$ cat src/rtl/pfrd_pkg.sv
// Summary of operation
// - Reference divider is a 14-bit counter on reference input; output drives PFD reference side.
// - Reference division accepts 1 to 16383; programmed zero divides by one.
// - Reference value is upper six bits at ref_divider_upper[5:0] and lower eight at ref_divider_lower[7:0].
// - Feedback divider: 3-bit prescaler code, 6-bit swallow and 13-bit main counter, oscillator clocked.
// - Mode prescaler_and_bypass_ctrl[4:2]: 000/001/111 fixed 1/2/3; 010..110 dual 2/3 to 32/33.
// - Fixed modes ignore the swallow counter; division is ratio times main value.
// - Dual modulus division equals prescaler value times main value plus swallow value.
// - Bypass bit prescaler_and_bypass_ctrl[6] makes main counter divide by one, only in fixed modes.
// - Swallow and main have own reset bit; pll_counter_reset[0] resets all three counters.
// - Only the oscillator input clocks the feedback divider, never another source.
// - distribution_input_select[0] zero routes oscillator input to distribution; default first input.
package pfrd_pkg;

  // Register indexes; byte address is index times four
  localparam int ADDR_LSB = 2;
  localparam logic [7:0] IDX_CNT_RESET = 8'h09;
  localparam logic [7:0] IDX_PRESCALE = 8'h0a;
  localparam logic [7:0] IDX_REF_UPPER = 8'h0b;
  localparam logic [7:0] IDX_REF_LOWER = 8'h0c;
  localparam logic [7:0] IDX_DIST_SEL = 8'h45;
  localparam logic [7:0] IDX_SWALLOW = 8'h50;
  localparam logic [7:0] IDX_MAIN_LOWER = 8'h51;
  localparam logic [7:0] IDX_MAIN_UPPER = 8'h52;
  localparam logic [7:0] IDX_AB_RESET = 8'h53;
  localparam logic [7:0] IDX_STATUS = 8'h54;

  // Field positions
  localparam int SHARED_RST_BIT = 0;
  localparam int AB_RST_BIT = 0;
  localparam int MODE_LSB = 2;
  localparam int MODE_MSB = 4;
  localparam int BYPASS_BIT = 6;
  localparam int DIST_SEL_BIT = 0;
  localparam int STAT_PHASE_BIT = 13;
  localparam int STAT_DIST_BIT = 14;

  // Widths
  localparam int REF_DIV_W = 14;
  localparam int REF_UPPER_W = 6;
  localparam int SWALLOW_W = 6;
  localparam int MAIN_W = 13;
  localparam int MAIN_UPPER_W = 5;
  localparam int PRE_W = 6;
  localparam int PIN_N = 4;

  // Reset values
  localparam logic [2:0] RST_MODE = 3'h0;
  localparam logic RST_BYPASS = 1'h0;
  localparam logic RST_CNT_RESET = 1'h0;
  localparam logic RST_DIST_SEL = 1'h1;
  localparam logic [REF_DIV_W-1:0] RST_REF_DIV = 14'h0000;
  localparam logic [SWALLOW_W-1:0] RST_SWALLOW = 6'h00;
  localparam logic [MAIN_W-1:0] RST_MAIN = 13'h0000;

  // Prescaler mode codes
  localparam logic [2:0] MODE_FIX1 = 3'h0;
  localparam logic [2:0] MODE_FIX2 = 3'h1;
  localparam logic [2:0] MODE_DUAL2 = 3'h2;
  localparam logic [2:0] MODE_DUAL4 = 3'h3;
  localparam logic [2:0] MODE_DUAL8 = 3'h4;
  localparam logic [2:0] MODE_DUAL16 = 3'h5;
  localparam logic [2:0] MODE_DUAL32 = 3'h6;
  localparam logic [2:0] MODE_FIX3 = 3'h7;

  typedef enum logic {PH_SWALLOW, PH_PLAIN} pfrd_phase_t;

  // Base ratio P (fixed ratio in fixed modes)
  function automatic logic [PRE_W-1:0] pfrd_base_ratio(input logic [2:0] mode);
    case (mode)
      MODE_FIX1: pfrd_base_ratio = 6'h01;
      MODE_FIX2: pfrd_base_ratio = 6'h02;
      MODE_DUAL2: pfrd_base_ratio = 6'h02;
      MODE_DUAL4: pfrd_base_ratio = 6'h04;
      MODE_DUAL8: pfrd_base_ratio = 6'h08;
      MODE_DUAL16: pfrd_base_ratio = 6'h10;
      MODE_DUAL32: pfrd_base_ratio = 6'h20;
      default: pfrd_base_ratio = 6'h03;
    endcase
  endfunction

  function automatic logic pfrd_is_dual(input logic [2:0] mode);
    pfrd_is_dual = (mode != MODE_FIX1) && (mode != MODE_FIX2) && (mode != MODE_FIX3);
  endfunction

endpackage

$ cat src/rtl/pfrd_ref_if.sv
`timescale 1ns/100ps
interface pfrd_ref_if;
  import pfrd_pkg::*;
  logic refEdge;
  logic cntReset;
  logic [REF_DIV_W-1:0] divValue;
  logic divPulse;
  modport host (output refEdge, output cntReset, output divValue, input divPulse);
  modport divider (input refEdge, input cntReset, input divValue, output divPulse);
endinterface

$ cat src/rtl/pfrd_ref_divider.sv
`timescale 1ns/100ps
module pfrd_ref_divider
  import pfrd_pkg::*;
(
  // Clock and reset
  input wire logic ref_clk,
  input wire logic nrst,
  // Control and divided output
  pfrd_ref_if.divider refBus
);

  logic [REF_DIV_W-1:0] refCount;
  logic [REF_DIV_W-1:0] next_refCount;
  logic divPulse;
  logic next_divPulse;
  logic [REF_DIV_W:0] refInc;
  logic [REF_DIV_W:0] refTarget;

  assign refInc = {1'h0, refCount} + {{REF_DIV_W{1'h0}}, 1'h1};
  // Zero behaves as a division by one
  assign refTarget = (refBus.divValue == RST_REF_DIV) ? {{REF_DIV_W{1'h0}}, 1'h1} : {1'h0, refBus.divValue};

  always_comb begin
    next_refCount = refCount;
    next_divPulse = 1'h0;
    if (refBus.cntReset) begin
      next_refCount = RST_REF_DIV;
    end else if (refBus.refEdge) begin
      if (refInc >= refTarget) begin
        next_refCount = RST_REF_DIV;
        next_divPulse = 1'h1;
      end else begin
        next_refCount = refInc[REF_DIV_W-1:0];
      end
    end
  end

  always_ff @(posedge ref_clk or negedge nrst) begin
    if (!nrst) begin
      refCount <= RST_REF_DIV;
      divPulse <= 1'h0;
    end else begin
      refCount <= next_refCount;
      divPulse <= next_divPulse;
    end
  end

  assign refBus.divPulse = divPulse;

endmodule

$ cat src/rtl/pfrd_pll_dividers.sv
`timescale 1ns/100ps
module pfrd_pll_dividers
  import pfrd_pkg::*;
#(
  parameter int ADDR_W = 12
)
(
  // Clock and reset
  input wire logic ref_clk,
  input wire logic nrst,
  // APB slave
  input wire logic psel,
  input wire logic penable,
  input wire logic pwrite,
  input wire logic [ADDR_W-1:0] paddr,
  input wire logic [31:0] pwdata,
  output logic [31:0] prdata,
  output logic pready,
  output logic pslverr,
  // Clock pins
  input wire logic reference_clock_input,
  input wire logic reference_clock_input_complement,
  input wire logic first_clock_input,
  input wire logic oscillator_clock_input,
  // Divided outputs and distribution
  output logic pfdReferencePulse,
  output logic pfdFeedbackPulse,
  output logic distributionClock
);

  // Pin synchronisers
  logic [PIN_N-1:0] pinRaw;
  logic [PIN_N-1:0] syncStage1;
  logic [PIN_N-1:0] syncStage2;
  logic [PIN_N-1:0] next_syncStage1;
  logic [PIN_N-1:0] next_syncStage2;
  logic refLevel;
  logic refLevelPrev;
  logic next_refLevelPrev;
  logic oscLevelPrev;
  logic next_oscLevelPrev;
  logic refEdge;
  logic oscEdge;

  assign pinRaw = {oscillator_clock_input, first_clock_input,
                   reference_clock_input_complement, reference_clock_input};

  genvar gi;
  generate
    for (gi = 0; gi < PIN_N; gi++) begin : g_sync
      always_comb begin
        next_syncStage1[gi] = pinRaw[gi];
        next_syncStage2[gi] = syncStage1[gi];
      end
      always_ff @(posedge ref_clk or negedge nrst) begin
        if (!nrst) begin
          syncStage1[gi] <= 1'h0;
          syncStage2[gi] <= 1'h0;
        end else begin
          syncStage1[gi] <= next_syncStage1[gi];
          syncStage2[gi] <= next_syncStage2[gi];
        end
      end
    end
  endgenerate

  // Differential reference resolved after synchronisation
  assign refLevel = syncStage2[0] & ~syncStage2[1];
  assign refEdge = refLevel & ~refLevelPrev;
  // Feedback edges come only from the oscillator pin
  assign oscEdge = syncStage2[3] & ~oscLevelPrev;

  always_comb begin
    next_refLevelPrev = refLevel;
    next_oscLevelPrev = syncStage2[3];
  end

  always_ff @(posedge ref_clk or negedge nrst) begin
    if (!nrst) begin
      refLevelPrev <= 1'h0;
      oscLevelPrev <= 1'h0;
    end else begin
      refLevelPrev <= next_refLevelPrev;
      oscLevelPrev <= next_oscLevelPrev;
    end
  end

  // Control registers
  logic sharedReset;
  logic abReset;
  logic [2:0] prescaleMode;
  logic bypass;
  logic [REF_UPPER_W-1:0] refUpper;
  logic [7:0] refLower;
  logic distSel;
  logic [SWALLOW_W-1:0] swallowDiv;
  logic [7:0] mainLower;
  logic [MAIN_UPPER_W-1:0] mainUpper;
  logic next_sharedReset;
  logic next_abReset;
  logic [2:0] next_prescaleMode;
  logic next_bypass;
  logic [REF_UPPER_W-1:0] next_refUpper;
  logic [7:0] next_refLower;
  logic next_distSel;
  logic [SWALLOW_W-1:0] next_swallowDiv;
  logic [7:0] next_mainLower;
  logic [MAIN_UPPER_W-1:0] next_mainUpper;

  // APB decode
  logic [ADDR_W-ADDR_LSB-1:0] regIdx;
  logic aligned;
  logic mapped;
  logic writeEn;
  logic setupPhase;
  logic [31:0] readValue;
  logic [31:0] next_prdata;

  assign regIdx = paddr[ADDR_W-1:ADDR_LSB];
  assign aligned = (paddr[ADDR_LSB-1:0] == '0);
  assign setupPhase = psel & ~penable;
  assign writeEn = psel & penable & pwrite & mapped;
  assign pready = 1'h1;
  assign pslverr = psel & penable & ~mapped;

  // Status fields
  logic [MAIN_W-1:0] mainCount;
  pfrd_phase_t phase;

  always_comb begin
    mapped = aligned;
    readValue = 32'h0000_0000;
    // Only aligned words at known indexes are mapped; other bits read zero
    case (regIdx)
      (ADDR_W-ADDR_LSB)'(IDX_CNT_RESET): readValue[SHARED_RST_BIT] = sharedReset;
      (ADDR_W-ADDR_LSB)'(IDX_PRESCALE): begin
        readValue[MODE_MSB:MODE_LSB] = prescaleMode;
        readValue[BYPASS_BIT] = bypass;
      end
      (ADDR_W-ADDR_LSB)'(IDX_REF_UPPER): readValue[REF_UPPER_W-1:0] = refUpper;
      (ADDR_W-ADDR_LSB)'(IDX_REF_LOWER): readValue[7:0] = refLower;
      (ADDR_W-ADDR_LSB)'(IDX_DIST_SEL): readValue[DIST_SEL_BIT] = distSel;
      (ADDR_W-ADDR_LSB)'(IDX_SWALLOW): readValue[SWALLOW_W-1:0] = swallowDiv;
      (ADDR_W-ADDR_LSB)'(IDX_MAIN_LOWER): readValue[7:0] = mainLower;
      (ADDR_W-ADDR_LSB)'(IDX_MAIN_UPPER): readValue[MAIN_UPPER_W-1:0] = mainUpper;
      (ADDR_W-ADDR_LSB)'(IDX_AB_RESET): readValue[AB_RST_BIT] = abReset;
      (ADDR_W-ADDR_LSB)'(IDX_STATUS): begin
        readValue[MAIN_W-1:0] = mainCount;
        readValue[STAT_PHASE_BIT] = (phase == PH_SWALLOW);
        readValue[STAT_DIST_BIT] = distSel;
      end
      default: mapped = 1'h0;
    endcase
  end

  always_comb begin
    next_prdata = prdata;
    if (setupPhase && !pwrite) begin
      next_prdata = mapped ? readValue : 32'h0000_0000;
    end
  end

  always_comb begin
    next_sharedReset = sharedReset;
    next_abReset = abReset;
    next_prescaleMode = prescaleMode;
    next_bypass = bypass;
    next_refUpper = refUpper;
    next_refLower = refLower;
    next_distSel = distSel;
    next_swallowDiv = swallowDiv;
    next_mainLower = mainLower;
    next_mainUpper = mainUpper;
    if (writeEn) begin
      case (regIdx)
        (ADDR_W-ADDR_LSB)'(IDX_CNT_RESET): next_sharedReset = pwdata[SHARED_RST_BIT];
        (ADDR_W-ADDR_LSB)'(IDX_PRESCALE): begin
          next_prescaleMode = pwdata[MODE_MSB:MODE_LSB];
          next_bypass = pwdata[BYPASS_BIT];
        end
        (ADDR_W-ADDR_LSB)'(IDX_REF_UPPER): next_refUpper = pwdata[REF_UPPER_W-1:0];
        (ADDR_W-ADDR_LSB)'(IDX_REF_LOWER): next_refLower = pwdata[7:0];
        (ADDR_W-ADDR_LSB)'(IDX_DIST_SEL): next_distSel = pwdata[DIST_SEL_BIT];
        (ADDR_W-ADDR_LSB)'(IDX_SWALLOW): next_swallowDiv = pwdata[SWALLOW_W-1:0];
        (ADDR_W-ADDR_LSB)'(IDX_MAIN_LOWER): next_mainLower = pwdata[7:0];
        (ADDR_W-ADDR_LSB)'(IDX_MAIN_UPPER): next_mainUpper = pwdata[MAIN_UPPER_W-1:0];
        (ADDR_W-ADDR_LSB)'(IDX_AB_RESET): next_abReset = pwdata[AB_RST_BIT];
        default: next_abReset = abReset;
      endcase
    end
  end

  always_ff @(posedge ref_clk or negedge nrst) begin
    if (!nrst) begin
      sharedReset <= RST_CNT_RESET;
      abReset <= RST_CNT_RESET;
      prescaleMode <= RST_MODE;
      bypass <= RST_BYPASS;
      refUpper <= RST_REF_DIV[REF_DIV_W-1:8];
      refLower <= RST_REF_DIV[7:0];
      distSel <= RST_DIST_SEL;
      swallowDiv <= RST_SWALLOW;
      mainLower <= RST_MAIN[7:0];
      mainUpper <= RST_MAIN[MAIN_W-1:8];
      prdata <= 32'h0000_0000;
    end else begin
      sharedReset <= next_sharedReset;
      abReset <= next_abReset;
      prescaleMode <= next_prescaleMode;
      bypass <= next_bypass;
      refUpper <= next_refUpper;
      refLower <= next_refLower;
      distSel <= next_distSel;
      swallowDiv <= next_swallowDiv;
      mainLower <= next_mainLower;
      mainUpper <= next_mainUpper;
      prdata <= next_prdata;
    end
  end

  // Reference divider
  pfrd_ref_if refBus ();

  assign refBus.refEdge = refEdge;
  assign refBus.cntReset = sharedReset;
  assign refBus.divValue = {refUpper, refLower};
  assign pfdReferencePulse = refBus.divPulse;

  pfrd_ref_divider u_refDivider (
    .ref_clk(ref_clk),
    .nrst(nrst),
    .refBus(refBus.divider)
  );

  // Feedback divider: prescaler, swallow and main counters
  logic [PRE_W-1:0] preCount;
  logic [SWALLOW_W-1:0] swallowCount;
  logic [PRE_W-1:0] next_preCount;
  logic [SWALLOW_W-1:0] next_swallowCount;
  logic [MAIN_W-1:0] next_mainCount;
  pfrd_phase_t next_phase;
  logic fbPulse;
  logic next_fbPulse;
  logic dualMode;
  logic bypassActive;
  logic [MAIN_W-1:0] mainDiv;
  logic [MAIN_W:0] mainTarget;
  logic [PRE_W:0] modulus;
  logic [PRE_W:0] preInc;
  logic [MAIN_W:0] mainInc;
  logic [SWALLOW_W:0] swallowInc;
  pfrd_phase_t startPhase;

  assign dualMode = pfrd_is_dual(prescaleMode);
  assign bypassActive = bypass & ~dualMode;
  assign mainDiv = {mainUpper, mainLower};
  assign mainTarget = bypassActive ? {{MAIN_W{1'h0}}, 1'h1} : {1'h0, mainDiv};
  // P+1 during the swallow phase, P otherwise; fixed modes never swallow
  assign modulus = (dualMode && phase == PH_SWALLOW) ?
                   {1'h0, pfrd_base_ratio(prescaleMode)} + {{PRE_W{1'h0}}, 1'h1} :
                   {1'h0, pfrd_base_ratio(prescaleMode)};
  assign preInc = {1'h0, preCount} + {{PRE_W{1'h0}}, 1'h1};
  assign mainInc = {1'h0, mainCount} + {{MAIN_W{1'h0}}, 1'h1};
  assign swallowInc = {1'h0, swallowCount} + {{SWALLOW_W{1'h0}}, 1'h1};
  assign startPhase = (dualMode && swallowDiv != RST_SWALLOW) ? PH_SWALLOW : PH_PLAIN;

  always_comb begin
    next_preCount = preCount;
    next_swallowCount = swallowCount;
    next_mainCount = mainCount;
    next_phase = phase;
    next_fbPulse = 1'h0;
    if (sharedReset || abReset) begin
      next_preCount = '0;
      next_swallowCount = RST_SWALLOW;
      next_mainCount = RST_MAIN;
      next_phase = startPhase;
    end else if (oscEdge && mainTarget != '0) begin
      if (preInc >= modulus) begin
        next_preCount = '0;
        if (mainInc >= mainTarget) begin
          // Cycle complete: prescaler, main and swallow counters reload
          next_fbPulse = 1'h1;
          next_mainCount = RST_MAIN;
          next_swallowCount = RST_SWALLOW;
          next_phase = startPhase;
        end else begin
          next_mainCount = mainInc[MAIN_W-1:0];
          case (phase)
            PH_SWALLOW: begin
              if (swallowInc >= {1'h0, swallowDiv}) begin
                next_phase = PH_PLAIN;
                next_swallowCount = RST_SWALLOW;
              end else begin
                next_swallowCount = swallowInc[SWALLOW_W-1:0];
              end
            end
            PH_PLAIN: next_phase = PH_PLAIN;
            default: next_phase = PH_PLAIN;
          endcase
        end
      end else begin
        next_preCount = preInc[PRE_W-1:0];
      end
    end
  end

  always_ff @(posedge ref_clk or negedge nrst) begin
    if (!nrst) begin
      preCount <= '0;
      swallowCount <= RST_SWALLOW;
      mainCount <= RST_MAIN;
      phase <= PH_PLAIN;
      fbPulse <= 1'h0;
    end else begin
      preCount <= next_preCount;
      swallowCount <= next_swallowCount;
      mainCount <= next_mainCount;
      phase <= next_phase;
      fbPulse <= next_fbPulse;
    end
  end

  assign pfdFeedbackPulse = fbPulse;

  // Distribution input select
  logic next_distributionClock;

  always_comb begin
    next_distributionClock = distSel ? syncStage2[2] : syncStage2[3];
  end

  always_ff @(posedge ref_clk or negedge nrst) begin
    if (!nrst) begin
      distributionClock <= 1'h0;
    end else begin
      distributionClock <= next_distributionClock;
    end
  end

endmodule

$ cat config.mk
export PLATFORM = sky130hd
export DESIGN_NAME = pfrd_pll_dividers
export DESIGN_NICKNAME = d
export VERILOG_FILES = /design/src/rtl/pfrd_pkg.sv /design/src/rtl/pfrd_ref_if.sv /design/src/rtl/pfrd_ref_divider.sv /design/src/rtl/pfrd_pll_dividers.sv
export SDC_FILE = /design/constraint.sdc
export NUM_CORES = 1
export LEC_CHECK = 0
export BUFFER_PORTS_ARGS = -buffer_cell sky130_fd_sc_hd__buf_2
export CAP_MARGIN = 30
export CORE_ASPECT_RATIO = 2
export CORE_UTILIZATION = 45
export CTS_CLUSTER_SIZE = 30
export DETAILED_ROUTE_END_ITERATION = 12
export PLACE_DENSITY = 0.69
export SETUP_SLACK_MARGIN = 0.5
export SLEW_MARGIN = 5
export SYNTH_ARGS = -nofsm -noshare
export SYNTH_HDL_FRONTEND = slang
export SYNTH_SLANG_ARGS = --single-unit
$ cat constraint.sdc
create_clock -name ref_clk -period 3.3 [get_ports ref_clk]
set_clock_uncertainty 0.2 [all_clocks]
set_input_delay 0.165 -clock ref_clk [delete_from_list [all_inputs] [get_ports ref_clk]]
set_output_delay 0.165 -clock ref_clk [all_outputs]
set_load 0.01 [all_outputs]
### After elaboration in Yosys (flattened, before gate mapping)

Cells that the tools add are included.

* bits of input ports: 53
* register bits after elaboration: 125

* muxes and demuxes: 44
* bitwise gates (word level): 16
* order comparisons: 4
* equal/unequal tests: 19
* reduce and logical (&&, ||, !) cells: 30
* $add $sub $neg: 5

Operators with widths (count)
* $mux 13: 5
* $eq 10x7->1 const B: 6
* $mux 14: 4
* $mux 6: 9
* $eq 10x4->1 const B: 4
* $pmux 6 s6: 1
* $add 6x1->7 const B: 3
* $pmux 3 s7: 1
* $reduce_and 2->1: 10
* $add 14x1->15 const B: 1
* $ge 15x15->1: 1
* $mux 1: 15
* $mux 15: 1
* $add 13x1->14 const B: 1
* $ge 14x13->1: 1
* $logic_not 14->1: 1
* $mux 7: 2
* $reduce_bool 14->1: 1
* $reduce_or 10->1: 1
* $and 1x1->1: 9
* $eq 3x3->1 const B: 3
* $pmux 1 s9: 1
* $ge 7x6->1: 1
* $ge 7x7->1: 1
* other kinds (20): 35

### Logic depth before layout (Yosys ltp)

Gate-level depths: netlist of run 1.

* word-level depth: 11
* gate-level depth with buffers: 18
* mapped depth without buffers: 16

### By module

Synthesis of run 1 repeated with hierarchy kept, for this count alone.

* cell total of the unflattened synthesis: 674
* area total of the unflattened synthesis: 6727.7 um^2

Modules (own cells, without submodules)
* pfrd_pll_dividers: area each 5496.5 um^2, cells each 538, instances 1
* pfrd_ref_divider: area each 1231.2 um^2, cells each 136, instances 1

### Worst setup path before layout of run 1

OpenSTA, ideal clock, no wires.

* path kind: register -> register
* from: reg mainCount[0]
* to: reg swallowCount[2]
* path buffers: 0
* arrival: 3.184 ns
* stages on the path, launching flop included: 15
* period minus slack after synthesis: 3.505 ns
* path slack: -0.205 ns
* cells stage by stage: dfrtp_1 > ha_1 > and3_1 > nand3_1 > or4_1 > or2_1 > nand2_1 > ha_1 > a21oi_1 > nand2_1 > a211o_1 > a31oi_4 > a31o_2 > or2_1 > o2bb2ai_1

* cells in the longest elaborated chain, start to end: 6
* elaborated cells on any way between the ends: 8
* those cells by class: 1 x add/sub; 1 x order compare; 1 x eq/ne; 4 x mux; 1 x reduce/logical

Ends and longest elaborated chain
* start: declaration: RTL line pfrd_pll_dividers.sv:127 `logic [MAIN_W-1:0] mainCount;`
* start signal: assignment: RTL line pfrd_pll_dividers.sv:318 `mainCount <= next_mainCount;`
* $add 13x1->14 (*): RTL line pfrd_pll_dividers.sv:263 `assign mainInc = {1'h0, mainCount} + {{MAIN_W{1'h0}}, 1'h1};`
* $ge 14x13->1 (*): RTL line pfrd_pll_dividers.sv:281 `if (mainInc >= mainTarget) begin`
* $mux 6: RTL line pfrd_pll_dividers.sv:281
* $mux 6: RTL line pfrd_pll_dividers.sv:279 `if (preInc >= modulus) begin`
* $mux 6: RTL line pfrd_pll_dividers.sv:278 `end else if (oscEdge && mainTarget != '0) begin`
* $mux 6: RTL line pfrd_pll_dividers.sv:273 `if (sharedReset || abReset) begin`
* end signal: assignment: RTL line pfrd_pll_dividers.sv:317 `swallowCount <= next_swallowCount;`
* end: declaration: RTL line pfrd_pll_dividers.sv:237 `logic [SWALLOW_W-1:0] swallowCount;`

Mark *: on every way between the ends. The rest lies on a longest branch, timed or not. The select of a mux whose other input is x is not followed.
A chain may end at the register's enable or synchronous reset.

### Worst setup path in the final report of run 1

* from: reg mainCount[1]
* to: reg mainCount[6]

* cells in the longest elaborated chain, start to end: 6

Ends and longest elaborated chain (RTL line)
* $add 13x1->14 (*): pfrd_pll_dividers.sv:263
* $ge 14x13->1: pfrd_pll_dividers.sv:281
* $mux 13 (*): pfrd_pll_dividers.sv:281
* $mux 13 (*): pfrd_pll_dividers.sv:279
* $mux 13 (*): pfrd_pll_dividers.sv:278
* $mux 13 (*): pfrd_pll_dividers.sv:273

Marks and branches as above.

==> flow_metrics.tcl, run 1 <==
set metrics [dict create \
    outcome "finished with violations" \
    failed_checks "negative setup slack" \
    multi_input_comb_area_um2 4280 \
    detail_route.first_pass.iterations 4 \
    fin_area_um2 8960 \
    vdd_ir_drop_max_mv 0.254 \
    final_layout_size_suffix_gt1_frac 0.382 \
    post_dp_cell_area_um2 7780 \
    synth_warnings 0 \
    timing_hold_violations_final 0 \
    cap_viol_max_count 0 \
    synth_largest_area_cell "sky130_fd_sc_hd__dfrtp_1" \
    wire_length_per_cell_um 20.7 \
    clock.fmax_mhz 283 \
    io_pins 90 \
    p_clk_frac 0.342 \
    grt_antenna_before_repair 0 \
    most_common_flop_cell_mapped_by_yosys "sky130_fd_sc_hd__dfrtp_1" \
    register_area_um2 2710 \
    report.final.setup_viol 26 \
    setup.reg_to_reg.worst_slack_ns -0.23 \
    slew_headroom 0.442 \
    num_antenna_cells 0 \
    synth-edff-count 0 \
    total_cts_buffers 9 \
    numPortBuffers 47 \
    grt_use_total 0.289 \
    worst_r2r_startpoint "mainCount[1]" \
    final.setup.tns_ns -3.31 \
    drcViolationCount 0 \
    reg2reg_depth 15 \
    root_buffer "sky130_fd_sc_hd__clkbuf_16" \
    syn_avg_cell_area_um2 9.97 \
    wl_met1_um 6880 \
    synth.top_cell.area_share 0.393 \
    max-clock-path-buffers 2 \
    min_path_type "in -> reg" \
    relative_contribution_of_combinational_cells_to_total_power 0.255 \
    worst_hold_startpoint "pwdata[0]" \
    initial_utilization 0.458 \
    cts_tree "yes" \
    grt_max_degree 58 \
    timing_worst_setup_path_type "reg -> reg" \
    total_switching_power_uw 1020 \
    p_int_uw 2470 \
    area_of_the_placeable_core_um2 14700 \
    die_height_um 175 \
    route.final.wire_length_um 21500 \
    async_flop_share 1.00 \
    critPathRequiredTime_ns 3.40 \
    synthCells 677 \
    dp_hpwl_um 15700 \
    cp_data_arrival_time_ns 3.64 \
    area_growth_syn_to_layout_pct 32.8 \
    drt-vias-per-instance 5.80 \
    power.sequential.fraction 0.402 \
    highest-signal-layer "met4" \
    die_footprint_um2 15500 \
    fin_ws_ns -0.232 \
    route.met3.wl_um 491 \
    timing_max_transition_violations_final 0 \
    timing.rr.end "mainCount[6]" \
    ys_seq_elements 108 \
    dieWidth_um 88.6 \
    cts.htree.levels 3 \
    seq_area_frac_synth 0.401 \
    drt_iter0_drc 275 \
    synthesis.area_um2 6750 \
    drtAntennaViolNets 0 \
    num-nets-final 935 \
    synth.area.top_cells "sky130_fd_sc_hd__dfrtp_1 39%, sky130_fd_sc_hd__ha_1 8.3%, sky130_fd_sc_hd__mux2_2 7.2%" \
    hold-path-cell-count 2 \
    p_sw_frac 0.293 \
    globalplace.congestion 0.958 \
    grt_pass1_wl_um 32800 \
    power.leakage_uw 0.00427 \
    rsz0062_at_grt "yes" \
    row_count 63 \
    worst_setup_hold_path_clk_slew_ns 0.08 \
    synth.distinct_cells 67 \
    fillerInstances 1190 \
    post-route-min-period_ns 3.53 \
    period_share 1.07 \
    whs_endpoint "refLower[0]" \
    vias 6013 \
    critical_path.endpoint_type "flip-flop" \
    grt_pass1_vias 6285 \
    cellPowerDensity_nw_per_um2 389 \
    clock_latency_ns 0.36 \
    globalRouteOverflowTotal 0 \
    met2_length_um 12500 \
    clock_net_sink_count 108 \
    crit_path_start_kind "flip-flop" \
    worst_slew_pin_slew_ns 0.835 \
    biggest_fanout_along_the_worst_timing_path 5 \
]
[stage by stage]
| step | utilization | hold slack, ns | total power (uW) | setup slack [ns] | std cells |
|---|---|---|---|---|---|
| floorplan | - | -0.331 | 1790 | -0.0376 | 694 |
| global placement | 0.528 | 0.0730 | 2020 | -0.147 | 971 |
| detailed placement | 0.528 | 0.0748 | 2040 | -0.260 | 971 |
| CTS | 0.585 | 0.0337 | 3350 | -0.114 | 1016 |
| global route | 0.608 | 0.0418 | 3620 | -0.314 | 1036 |
| finish | 0.608 | 0.0492 | 3490 | -0.232 | 1036 |
[worst max-delay path, stage by stage (launching register included)]
cell and delay, ns:
sky130_fd_sc_hd__dfrtp_1 0.37, sky130_fd_sc_hd__ha_2 0.18, sky130_fd_sc_hd__and3_4 0.20, sky130_fd_sc_hd__nand3_4 0.09
sky130_fd_sc_hd__nor2_2 0.11, sky130_fd_sc_hd__xor2_1 0.24, sky130_fd_sc_hd__ha_1 0.29, sky130_fd_sc_hd__a21o_1 0.19
sky130_fd_sc_hd__a221o_1 0.34, sky130_fd_sc_hd__a211o_1 0.32, sky130_fd_sc_hd__a31oi_4 0.22, sky130_fd_sc_hd__buf_4 0.16
sky130_fd_sc_hd__nand3_2 0.14, sky130_fd_sc_hd__buf_6 0.19, sky130_fd_sc_hd__a21oi_2 0.13, sky130_fd_sc_hd__a21o_1 0.10
[final cells by class]
type                       count  share of cell area
clock inverter                 6              0.0106
multi-input combinational    515               0.477
clock buffer                   9              0.0251
timing repair buffer         173               0.145
tap                          195              0.0272
inverter                      30              0.0126
sequential                   108               0.302
[how the worst max path moves through the flow]
stage | start | endpoint | slack (ns) | cells past startpoint
after CTS | mainCount[1] | swallowCount[0] | -0.11 | 14
final | mainCount[1] | mainCount[6] | -0.23 | 15
after global placement | prescaleMode[1] | swallowCount[4] | -0.15 | 14
after detailed placement | prescaleMode[1] | swallowCount[4] | -0.26 | 14
after floorplan | mainCount[0] | mainCount[10] | -0.04 | 14
after global routing | prescaleMode[1] | mainCount[2] | -0.31 | 16
[placed cells by master (no fill, tap or decap), types with 8 or more instances in the layout]
| master | instances |
|---|---|
| sky130_fd_sc_hd__buf_4 | 95 |
| sky130_fd_sc_hd__xnor2_1 | 13 |
| sky130_fd_sc_hd__nor4_1 | 9 |
| sky130_fd_sc_hd__buf_2 | 46 |
| sky130_fd_sc_hd__a21o_1 | 15 |
| sky130_fd_sc_hd__buf_6 | 16 |
| sky130_fd_sc_hd__a22oi_1 | 9 |
| sky130_fd_sc_hd__inv_1 | 30 |
| sky130_fd_sc_hd__mux2_2 | 40 |
| sky130_fd_sc_hd__a21oi_1 | 11 |
| sky130_fd_sc_hd__a22o_1 | 24 |
| sky130_fd_sc_hd__nor3_1 | 13 |
| sky130_fd_sc_hd__xor2_1 | 8 |
| sky130_fd_sc_hd__and3_4 | 10 |
| sky130_fd_sc_hd__ha_1 | 36 |
| sky130_fd_sc_hd__o21ai_1 | 8 |
| sky130_fd_sc_hd__nor2_1 | 23 |
| sky130_fd_sc_hd__nand2b_1 | 8 |
| sky130_fd_sc_hd__mux2i_1 | 8 |
| sky130_fd_sc_hd__o21ai_0 | 18 |
| sky130_fd_sc_hd__dfrtp_1 | 104 |
| sky130_fd_sc_hd__nand2_1 | 56 |
| sky130_fd_sc_hd__conb_1 | 19 |
| sky130_fd_sc_hd__dlygate4sd3_1 | 14 |
| sky130_fd_sc_hd__nand3_1 | 25 |
| sky130_fd_sc_hd__clkbuf_16 | 9 |
| sky130_fd_sc_hd__nand4_1 | 10 |
[routing by layer]
metal  global-route usage  up-vias
met5                    0        -
met4                0.224        0
met3               0.0416       79
met2                0.539      173
met1                0.264     2996
li1                     -     2765
[Yosys cell counts (15+ instances only)]
cell	count
sky130_fd_sc_hd__a21o_1	15
sky130_fd_sc_hd__a22o_1	24
sky130_fd_sc_hd__xnor2_1	17
sky130_fd_sc_hd__and3_1	16
sky130_fd_sc_hd__o21ai_0	31
sky130_fd_sc_hd__buf_4	19
sky130_fd_sc_hd__nand3_1	31
sky130_fd_sc_hd__inv_1	30
sky130_fd_sc_hd__a21oi_1	16
sky130_fd_sc_hd__dfrtp_1	106
sky130_fd_sc_hd__ha_1	45
sky130_fd_sc_hd__nand2_1	58
sky130_fd_sc_hd__nor2_1	27
sky130_fd_sc_hd__mux2_2	43
[repair_timing]
action	4_1_cts	5_1_grt
endpoints found under the setup margin	42	42
gates resized for setup	55	32
setup buffers	15	18
cloned	1	1
pin swaps	34	25
hold endpoints to repair	90	0
hold buffers	14	0
[state kept, by name, indices dropped and copies added (netlist names), 6 cells and up]
name                   count
mainCount                 13
mainLower                  8
prdata                    15
preCount                   6
refLower                   8
refUpper                   6
swallowCount               6
swallowDiv                 6
u_refDivider.refCount     14
[power by group through the flow]
| stage | Sequential, uW | Clock (uW) | Combinational, uW |
|---|---|---|---|
| after floorplan | 1430 | 0 | 363 |
| after global placement | 1420 | 0 | 593 |
| after detailed placement | 1430 | 0 | 610 |
| after CTS | 1400 | 1220 | 725 |
| after global routing | 1410 | 1270 | 947 |
| final | 1410 | 1190 | 891 |
[logic make-up after synthesis]
logic type               count (synthesis)  synth area share
AND/OR/NAND/NOR                        227             0.184
AO/OA/AOI/OAI                          146             0.158
flip-flops                             108             0.401
buffers and inverters                   72            0.0549
multiplexers                            51            0.0836
adder cells (fa/ha/maj)                 45            0.0834
XOR/XNOR                                26            0.0337
other                                    2           0.00111
(Power assumes the default switching activity.)
==> inputs of run 2 (changes only) <==
--- a/config.mk
+++ b/config.mk
@@ -11,9 +11,9 @@
 export CORE_UTILIZATION = 45
 export CTS_CLUSTER_SIZE = 30
 export DETAILED_ROUTE_END_ITERATION = 12
-export PLACE_DENSITY = 0.69
+export PLACE_DENSITY = 0.63
 export SETUP_SLACK_MARGIN = 0.5
-export SLEW_MARGIN = 5
+export SLEW_MARGIN = 20
 export SYNTH_ARGS = -nofsm -noshare
 export SYNTH_HDL_FRONTEND = slang
 export SYNTH_SLANG_ARGS = --single-unit
==> run 2 against run 1 <==
  * The flow still finishes with violations (negative setup slack)
  * Sequential cell count unchanged
  * Setup slack improved by 0.065 ns
  * Sequential share of layout area up 0.66 points
  * Clock power is 6% lower
  * Critical path type unchanged
  * First-iteration DRC count down 12%
  * Worst hold slack lost 0.041 ns
  * Global-route usage decreased by 0.72 points
==> flow_metrics.tcl, run 2 (same netlist as run 1, synthesis figures left out) <==
set metrics [dict create \
    timing_hold_violations_final 0 \
    drtAntennaViolNets 0 \
    hold-worst-slack_ns 0.00817 \
    final_layout_size_suffix_gt1_frac 0.367 \
    worst_setup_hold_path_clk_slew_ns 0.08 \
    biggest_fanout_along_the_worst_timing_path 3 \
    vdd_ir_drop_max_mv 0.246 \
    post_route_insts_no_fill 1025 \
    critical_path.slowest_cell "sky130_fd_sc_hd__or4_4" \
    post-route-min-period_ns 3.47 \
    register_area_um2 2710 \
    grt_pass1_wl_um 32300 \
    drcViolationCount 0 \
    root_buffer "sky130_fd_sc_hd__clkbuf_16" \
    clock_latency_ns 0.35 \
    rsz0062_at_grt "yes" \
    slew_headroom 0.520 \
    largest_register "prdata" \
    cp.buffers_inverters 1 \
    timing_max_transition_violations_final 0 \
    power.leakage_uw 0.00422 \
    critical_path.endpoint_type "flip-flop" \
    crit_path_start_kind "flip-flop" \
    critical_path.max_stage_delay_ns 0.43 \
    grt_max_degree 59 \
    worst_slew_pin_slew_ns 0.720 \
    fin_ws_ns -0.167 \
    critPathRequiredTime_ns 3.38 \
    total_power_uw 3260 \
    dieWidth_um 88.6 \
    cellPowerDensity_nw_per_um2 372 \
    die_footprint_um2 15500 \
    grt_pass1_vias 6292 \
    num-nets-final 923 \
    area_of_the_placeable_core_um2 14700 \
    grt_antenna_before_repair 0 \
    grt_use_total 0.281 \
    outcome "finished with violations" \
    num_antenna_cells 0 \
    vias 5784 \
    clock_net_sink_count 108 \
    wire_length_per_cell_um 20.0 \
    max-clock-path-buffers 2 \
    final.setup.tns_ns -1.88 \
    cts.htree.levels 3 \
    globalRouteOverflowTotal 0 \
    report.final.setup_viol 24 \
    timing_worst_setup_path_type "reg -> reg" \
    initial_utilization 0.458 \
    final_cell_mix "104 x sky130_fd_sc_hd__dfrtp_1, 89 x sky130_fd_sc_hd__buf_4, 52 x sky130_fd_sc_hd__nand2_1, 46 x sky130_fd_sc_hd__buf_2" \
    cts_tree "yes" \
    dp.cells 967 \
    cap_viol_max_count 0 \
    period_share 1.05 \
    cp_data_arrival_time_ns 3.55 \
    reg_top3 "prdata x15, u_refDivider.refCount x14, mainCount x13" \
    failed_checks "negative setup slack" \
    globalplace.congestion 0.950 \
    fillerInstances 1280 \
    drt_iter0_drc 241 \
    cpLargestDelayFamily "simple AND/OR/NAND/NOR gates" \
    total_cts_buffers 9 \
    largest_register_ffs 15 \
    min_path_type "in -> reg" \
    clock.fmax_mhz 288 \
    most_common_cell_after_layout_fill_and_taps_aside "sky130_fd_sc_hd__dfrtp_1" \
    multi_input_comb_area_um2 4170 \
    row_count 63 \
    dp_hpwl_um 15200 \
    die_height_um 175 \
    area_growth_syn_to_layout_pct 30.0 \
    route.final.wire_length_um 20500 \
    drt-vias-per-instance 5.64 \
    detail_route.first_pass.iterations 4 \
    numPortBuffers 47 \
    sequence_of_cells_on_the_critical_path "ha_2 > and3_4 > nand3_4 > or4_4 > or2_4 > nand2_4 > ha_4 > and3_4 > a211o_1 > a31oi_4 > buf_6 > nand3_4 > or2_4 > o21ai_2" \
    io_pins 90 \
]
run 2: changes by cell type in the layout (fill, tap and decap cells not counted), sizes merged:
cell,before,now
clkbuf,9,10
buf,159,152
clkinv,1,2
bufinv,2,1
dlygate4sd3,14,10
nand3,34,33
run 2: path summary, 6_finish.rpt:
check | startpoint | end | slack (ns) | depth (start not counted)
hold / removal | paddr[0] | prdata[0] | 0.008 | 3
hold reg to reg | next_syncStage2[2] | syncStage2[2] | 0.15 | 0
setup reg to reg | mainCount[1] | swallowCount[0] | -0.17 | 14
min in group asynchronous | nrst | prdata[8] | 0.21 | 2
setup / recovery | mainCount[1] | swallowCount[0] | -0.17 | 14
max in group asynchronous | nrst | phase | 1.88 | 3
run 2: layout make-up:
cell class	instances	share of cell area
timing repair buffer	162	0.141
sequential	108	0.309
inverter	30	0.0128
tap	195	0.0278
clock buffer	10	0.0261
clock inverter	6	0.00799
multi-input combinational	514	0.475
run 2: metrics by stage:
step                cell area [um^2]  utilization  worst slack (ns)
finish                          8770        0.595            -0.167
global route                    8770        0.595            -0.328
CTS                             8570        0.581            -0.141
detailed placement              7770        0.527            -0.220
global placement                7770        0.527            -0.161
floorplan                       6990            -           -0.0376
run 2: what timing repair did:
action | CTS | global route
cloned | 2 | 0
pin swaps | 21 | 19
setup buffers | 23 | 6
hold endpoints to repair | 69 | 0
hold buffers | 10 | 0
gates resized for setup | 41 | 34
endpoints found under the setup margin | 42 | 42
run 2: worst register-to-register path: stages (launching register included):
cell and delay [ns]:
sky130_fd_sc_hd__dfrtp_1 0.37, sky130_fd_sc_hd__ha_2 0.18, sky130_fd_sc_hd__and3_4 0.20, sky130_fd_sc_hd__nand3_4 0.10, sky130_fd_sc_hd__or4_4 0.43, sky130_fd_sc_hd__or2_4 0.26, sky130_fd_sc_hd__nand2_4 0.08, sky130_fd_sc_hd__ha_4 0.21
sky130_fd_sc_hd__and3_4 0.15, sky130_fd_sc_hd__a211o_1 0.32, sky130_fd_sc_hd__a31oi_4 0.24, sky130_fd_sc_hd__buf_6 0.17, sky130_fd_sc_hd__nand3_4 0.08, sky130_fd_sc_hd__or2_4 0.30, sky130_fd_sc_hd__o21ai_2 0.13
run 2: report_power, final:
group          total (uW)  internal [uW]  switching, uW
Combinational         738            346            392
Sequential           1400           1360           38.3
Clock                1120            599            525
Total                3260           2310            955
run 2: layer usage:
layer | vias up | GRT usage | part of all wire
met4 | 0 | 0.196 | 0.073
met2 | 124 | 0.529 | 0.57
met5 | - | 0 | 0
met1 | 2849 | 0.268 | 0.34
met3 | 76 | 0.0359 | 0.021
li1 | 2735 | - | -
==> inputs of run 3 (changes only) <==
--- a/config.mk
+++ b/config.mk
@@ -12,6 +12,7 @@
 export CTS_CLUSTER_SIZE = 30
 export DETAILED_ROUTE_END_ITERATION = 12
 export PLACE_DENSITY = 0.63
+export RECOVER_POWER = 25
 export SETUP_SLACK_MARGIN = 0.5
 export SLEW_MARGIN = 20
 export SYNTH_ARGS = -nofsm -noshare
==> run 3 against run 2 <==
  * The flow still finishes with violations (negative setup slack)
  * Critical path depth did not move
  * Design area barely moved
  * Clock-buffer cell count unchanged
  * Via count shrank 0.14%
==> flow_metrics.tcl, run 3 (same netlist as run 1, synthesis figures left out) <==
set metrics [dict create \
    outcome "finished with violations" \
    failed_checks "negative setup slack" \
    final_layout_size_suffix_gt1_frac 0.366 \
    timing.rr.end "swallowCount[0]" \
    relative_contribution_of_combinational_cells_to_total_power 0.226 \
    whs_endpoint "prdata[0]" \
    worst_hold_startpoint "paddr[0]" \
    clock_latency_ns 0.35 \
    hold-worst-slack_ns 0.00618 \
    power.sequential.fraction 0.430 \
    hold-path-cell-count 3 \
    io_pins 90 \
    largest_register_ffs 15 \
    detail_route.first_pass.iterations 4 \
    biggest_fanout_along_the_worst_timing_path 3 \
    timing_max_transition_violations_final 0 \
    vdd_ir_drop_max_mv 0.246 \
    total_cts_buffers 9 \
    grt_antenna_before_repair 0 \
    dp_hpwl_um 15200 \
    critPathRequiredTime_ns 3.38 \
    wire_length_per_cell_um 20.0 \
    vias 5776 \
    route.final.wire_length_um 20500 \
    die_height_um 175 \
    dieWidth_um 88.6 \
    p_int_uw 2310 \
    grt_use_total 0.281 \
    most_common_cell_after_layout_fill_and_taps_aside "sky130_fd_sc_hd__dfrtp_1" \
    drt_iter0_drc 248 \
    drcViolationCount 0 \
    min_path_type "in -> reg" \
    num-nets-final 923 \
    power.leakage_uw 0.00421 \
    grt_pass1_vias 6292 \
    post-route-min-period_ns 3.47 \
    drt-vias-per-instance 5.64 \
    crit_path_start_kind "flip-flop" \
    fin_ws_ns -0.167 \
    globalplace.congestion 0.950 \
    p_sw_frac 0.293 \
    cts_tree "yes" \
    globalRouteOverflowTotal 0 \
    worst_slew_pin_slew_ns 1.36 \
    row_count 63 \
    die_footprint_um2 15500 \
    drtAntennaViolNets 0 \
    clock_net_sink_count 108 \
    cap_viol_max_count 0 \
    global_route.usage.met2 0.529 \
    clock.fmax_mhz 288 \
    p_clk_frac 0.344 \
    cts.htree.levels 3 \
    total_switching_power_uw 955 \
    dp_slack_ns -0.220 \
    worst_setup_hold_path_clk_slew_ns 0.08 \
    initial_utilization 0.458 \
    largest_register "prdata" \
    numPortBuffers 47 \
    timing_worst_setup_path_type "reg -> reg" \
    max-clock-path-buffers 2 \
    final_cell_mix "104 x sky130_fd_sc_hd__dfrtp_1, 88 x sky130_fd_sc_hd__buf_4, 52 x sky130_fd_sc_hd__nand2_1, 45 x sky130_fd_sc_hd__buf_2" \
    critical_path.endpoint_type "flip-flop" \
    report.final.setup_viol 24 \
    slew_headroom 0.0912 \
    setup.reg_to_reg.worst_slack_ns -0.17 \
    grt_pass1_wl_um 32300 \
    cp_data_arrival_time_ns 3.55 \
    grt.busiest_layer "met2" \
    num_antenna_cells 0 \
    global_route.usage.met3 0.0359 \
    rsz0062_at_grt "yes" \
    reg2reg_depth 14 \
    grt_max_degree 59 \
    period_share 1.05 \
    worst_r2r_startpoint "mainCount[1]" \
    total_power_uw 3260 \
    timing_hold_violations_final 0 \
    root_buffer "sky130_fd_sc_hd__clkbuf_16" \
    reg_top3 "prdata x15, u_refDivider.refCount x14, mainCount x13" \
    cellPowerDensity_nw_per_um2 372 \
    area_growth_syn_to_layout_pct 29.9 \
    grt_use_met1 0.268 \
    area_of_the_placeable_core_um2 14700 \
]
==> run 3: critical path, stage by stage (launching register included) <==
cell                      delay (ns)
sky130_fd_sc_hd__dfrtp_1        0.37
sky130_fd_sc_hd__ha_2           0.18
sky130_fd_sc_hd__and3_4         0.20
sky130_fd_sc_hd__nand3_4        0.10
sky130_fd_sc_hd__or4_4          0.43
sky130_fd_sc_hd__or2_4          0.26
sky130_fd_sc_hd__nand2_4        0.08
sky130_fd_sc_hd__ha_4           0.21
sky130_fd_sc_hd__and3_4         0.15
sky130_fd_sc_hd__a211o_1        0.32
sky130_fd_sc_hd__a31oi_4        0.24
sky130_fd_sc_hd__buf_6          0.17
sky130_fd_sc_hd__nand3_4        0.07
sky130_fd_sc_hd__or2_4          0.30
sky130_fd_sc_hd__o21ai_2        0.13
==> run 3: what timing repair did <==
action	in CTS	in global routing
cloned	2	0
resized for setup	41	34
hold buffers	10	0
endpoints found under the hold margin	69	0
setup endpoints to repair	42	42
pin swaps	21	19
setup buffers	23	6
==> run 3: how the worst max path moves through the flow <==
stage	end	slack, ns	startpoint
after floorplan	mainCount[10]	-0.04	mainCount[0]
after global placement	mainCount[10]	-0.16	mainCount[1]
after detailed placement	mainCount[10]	-0.22	mainCount[1]
after CTS	mainCount[10]	-0.14	mainCount[1]
after global routing	swallowCount[2]	-0.33	prescaleMode[2]
final	swallowCount[0]	-0.17	mainCount[1]
==> run 3: area by class of cell <==
| cell class | instances | area [um^2] |
|---|---|---|
| repair buffers | 162 | 1240 |
| well taps | 195 | 244 |
| fillers | 1280 | 5970 |
| clock inverters | 6 | 70.1 |
| clock buffers | 10 | 229 |
| flip-flops and latches | 108 | 2710 |
| inverters | 30 | 113 |
| multi-input cells | 514 | 4170 |
==> run 3: stage by stage <==
step	cells	setup TNS, ns	utilization	cell area [um^2]
after floorplan	694	-0.138	-	6990
after global placement	967	-1.69	0.527	7770
after detailed placement	967	-3.45	0.527	7770
after CTS	1018	-1.63	0.581	8570
after global routing	1025	-5.72	0.595	8770
final	1025	-1.87	0.595	8770
==> run 3: routing by layer <==
| metal | share of wire | routed length, um |
|---|---|---|
| met4 | 0.072 | 1480 |
| met5 | 0 | 0 |
| met2 | 0.57 | 11700 |
| met1 | 0.33 | 6850 |
| met3 | 0.021 | 440 |
==> run 3: power by group through the flow <==
stage	Clock (uW)	Sequential [uW]	Combinational, uW
6_report	1120	1400	737
3_5_place_dp	0	1430	597
3_3_place_gp	0	1420	583
4_1_cts	1140	1400	712
2_1_floorplan	0	1430	363
5_1_grt	1180	1410	794
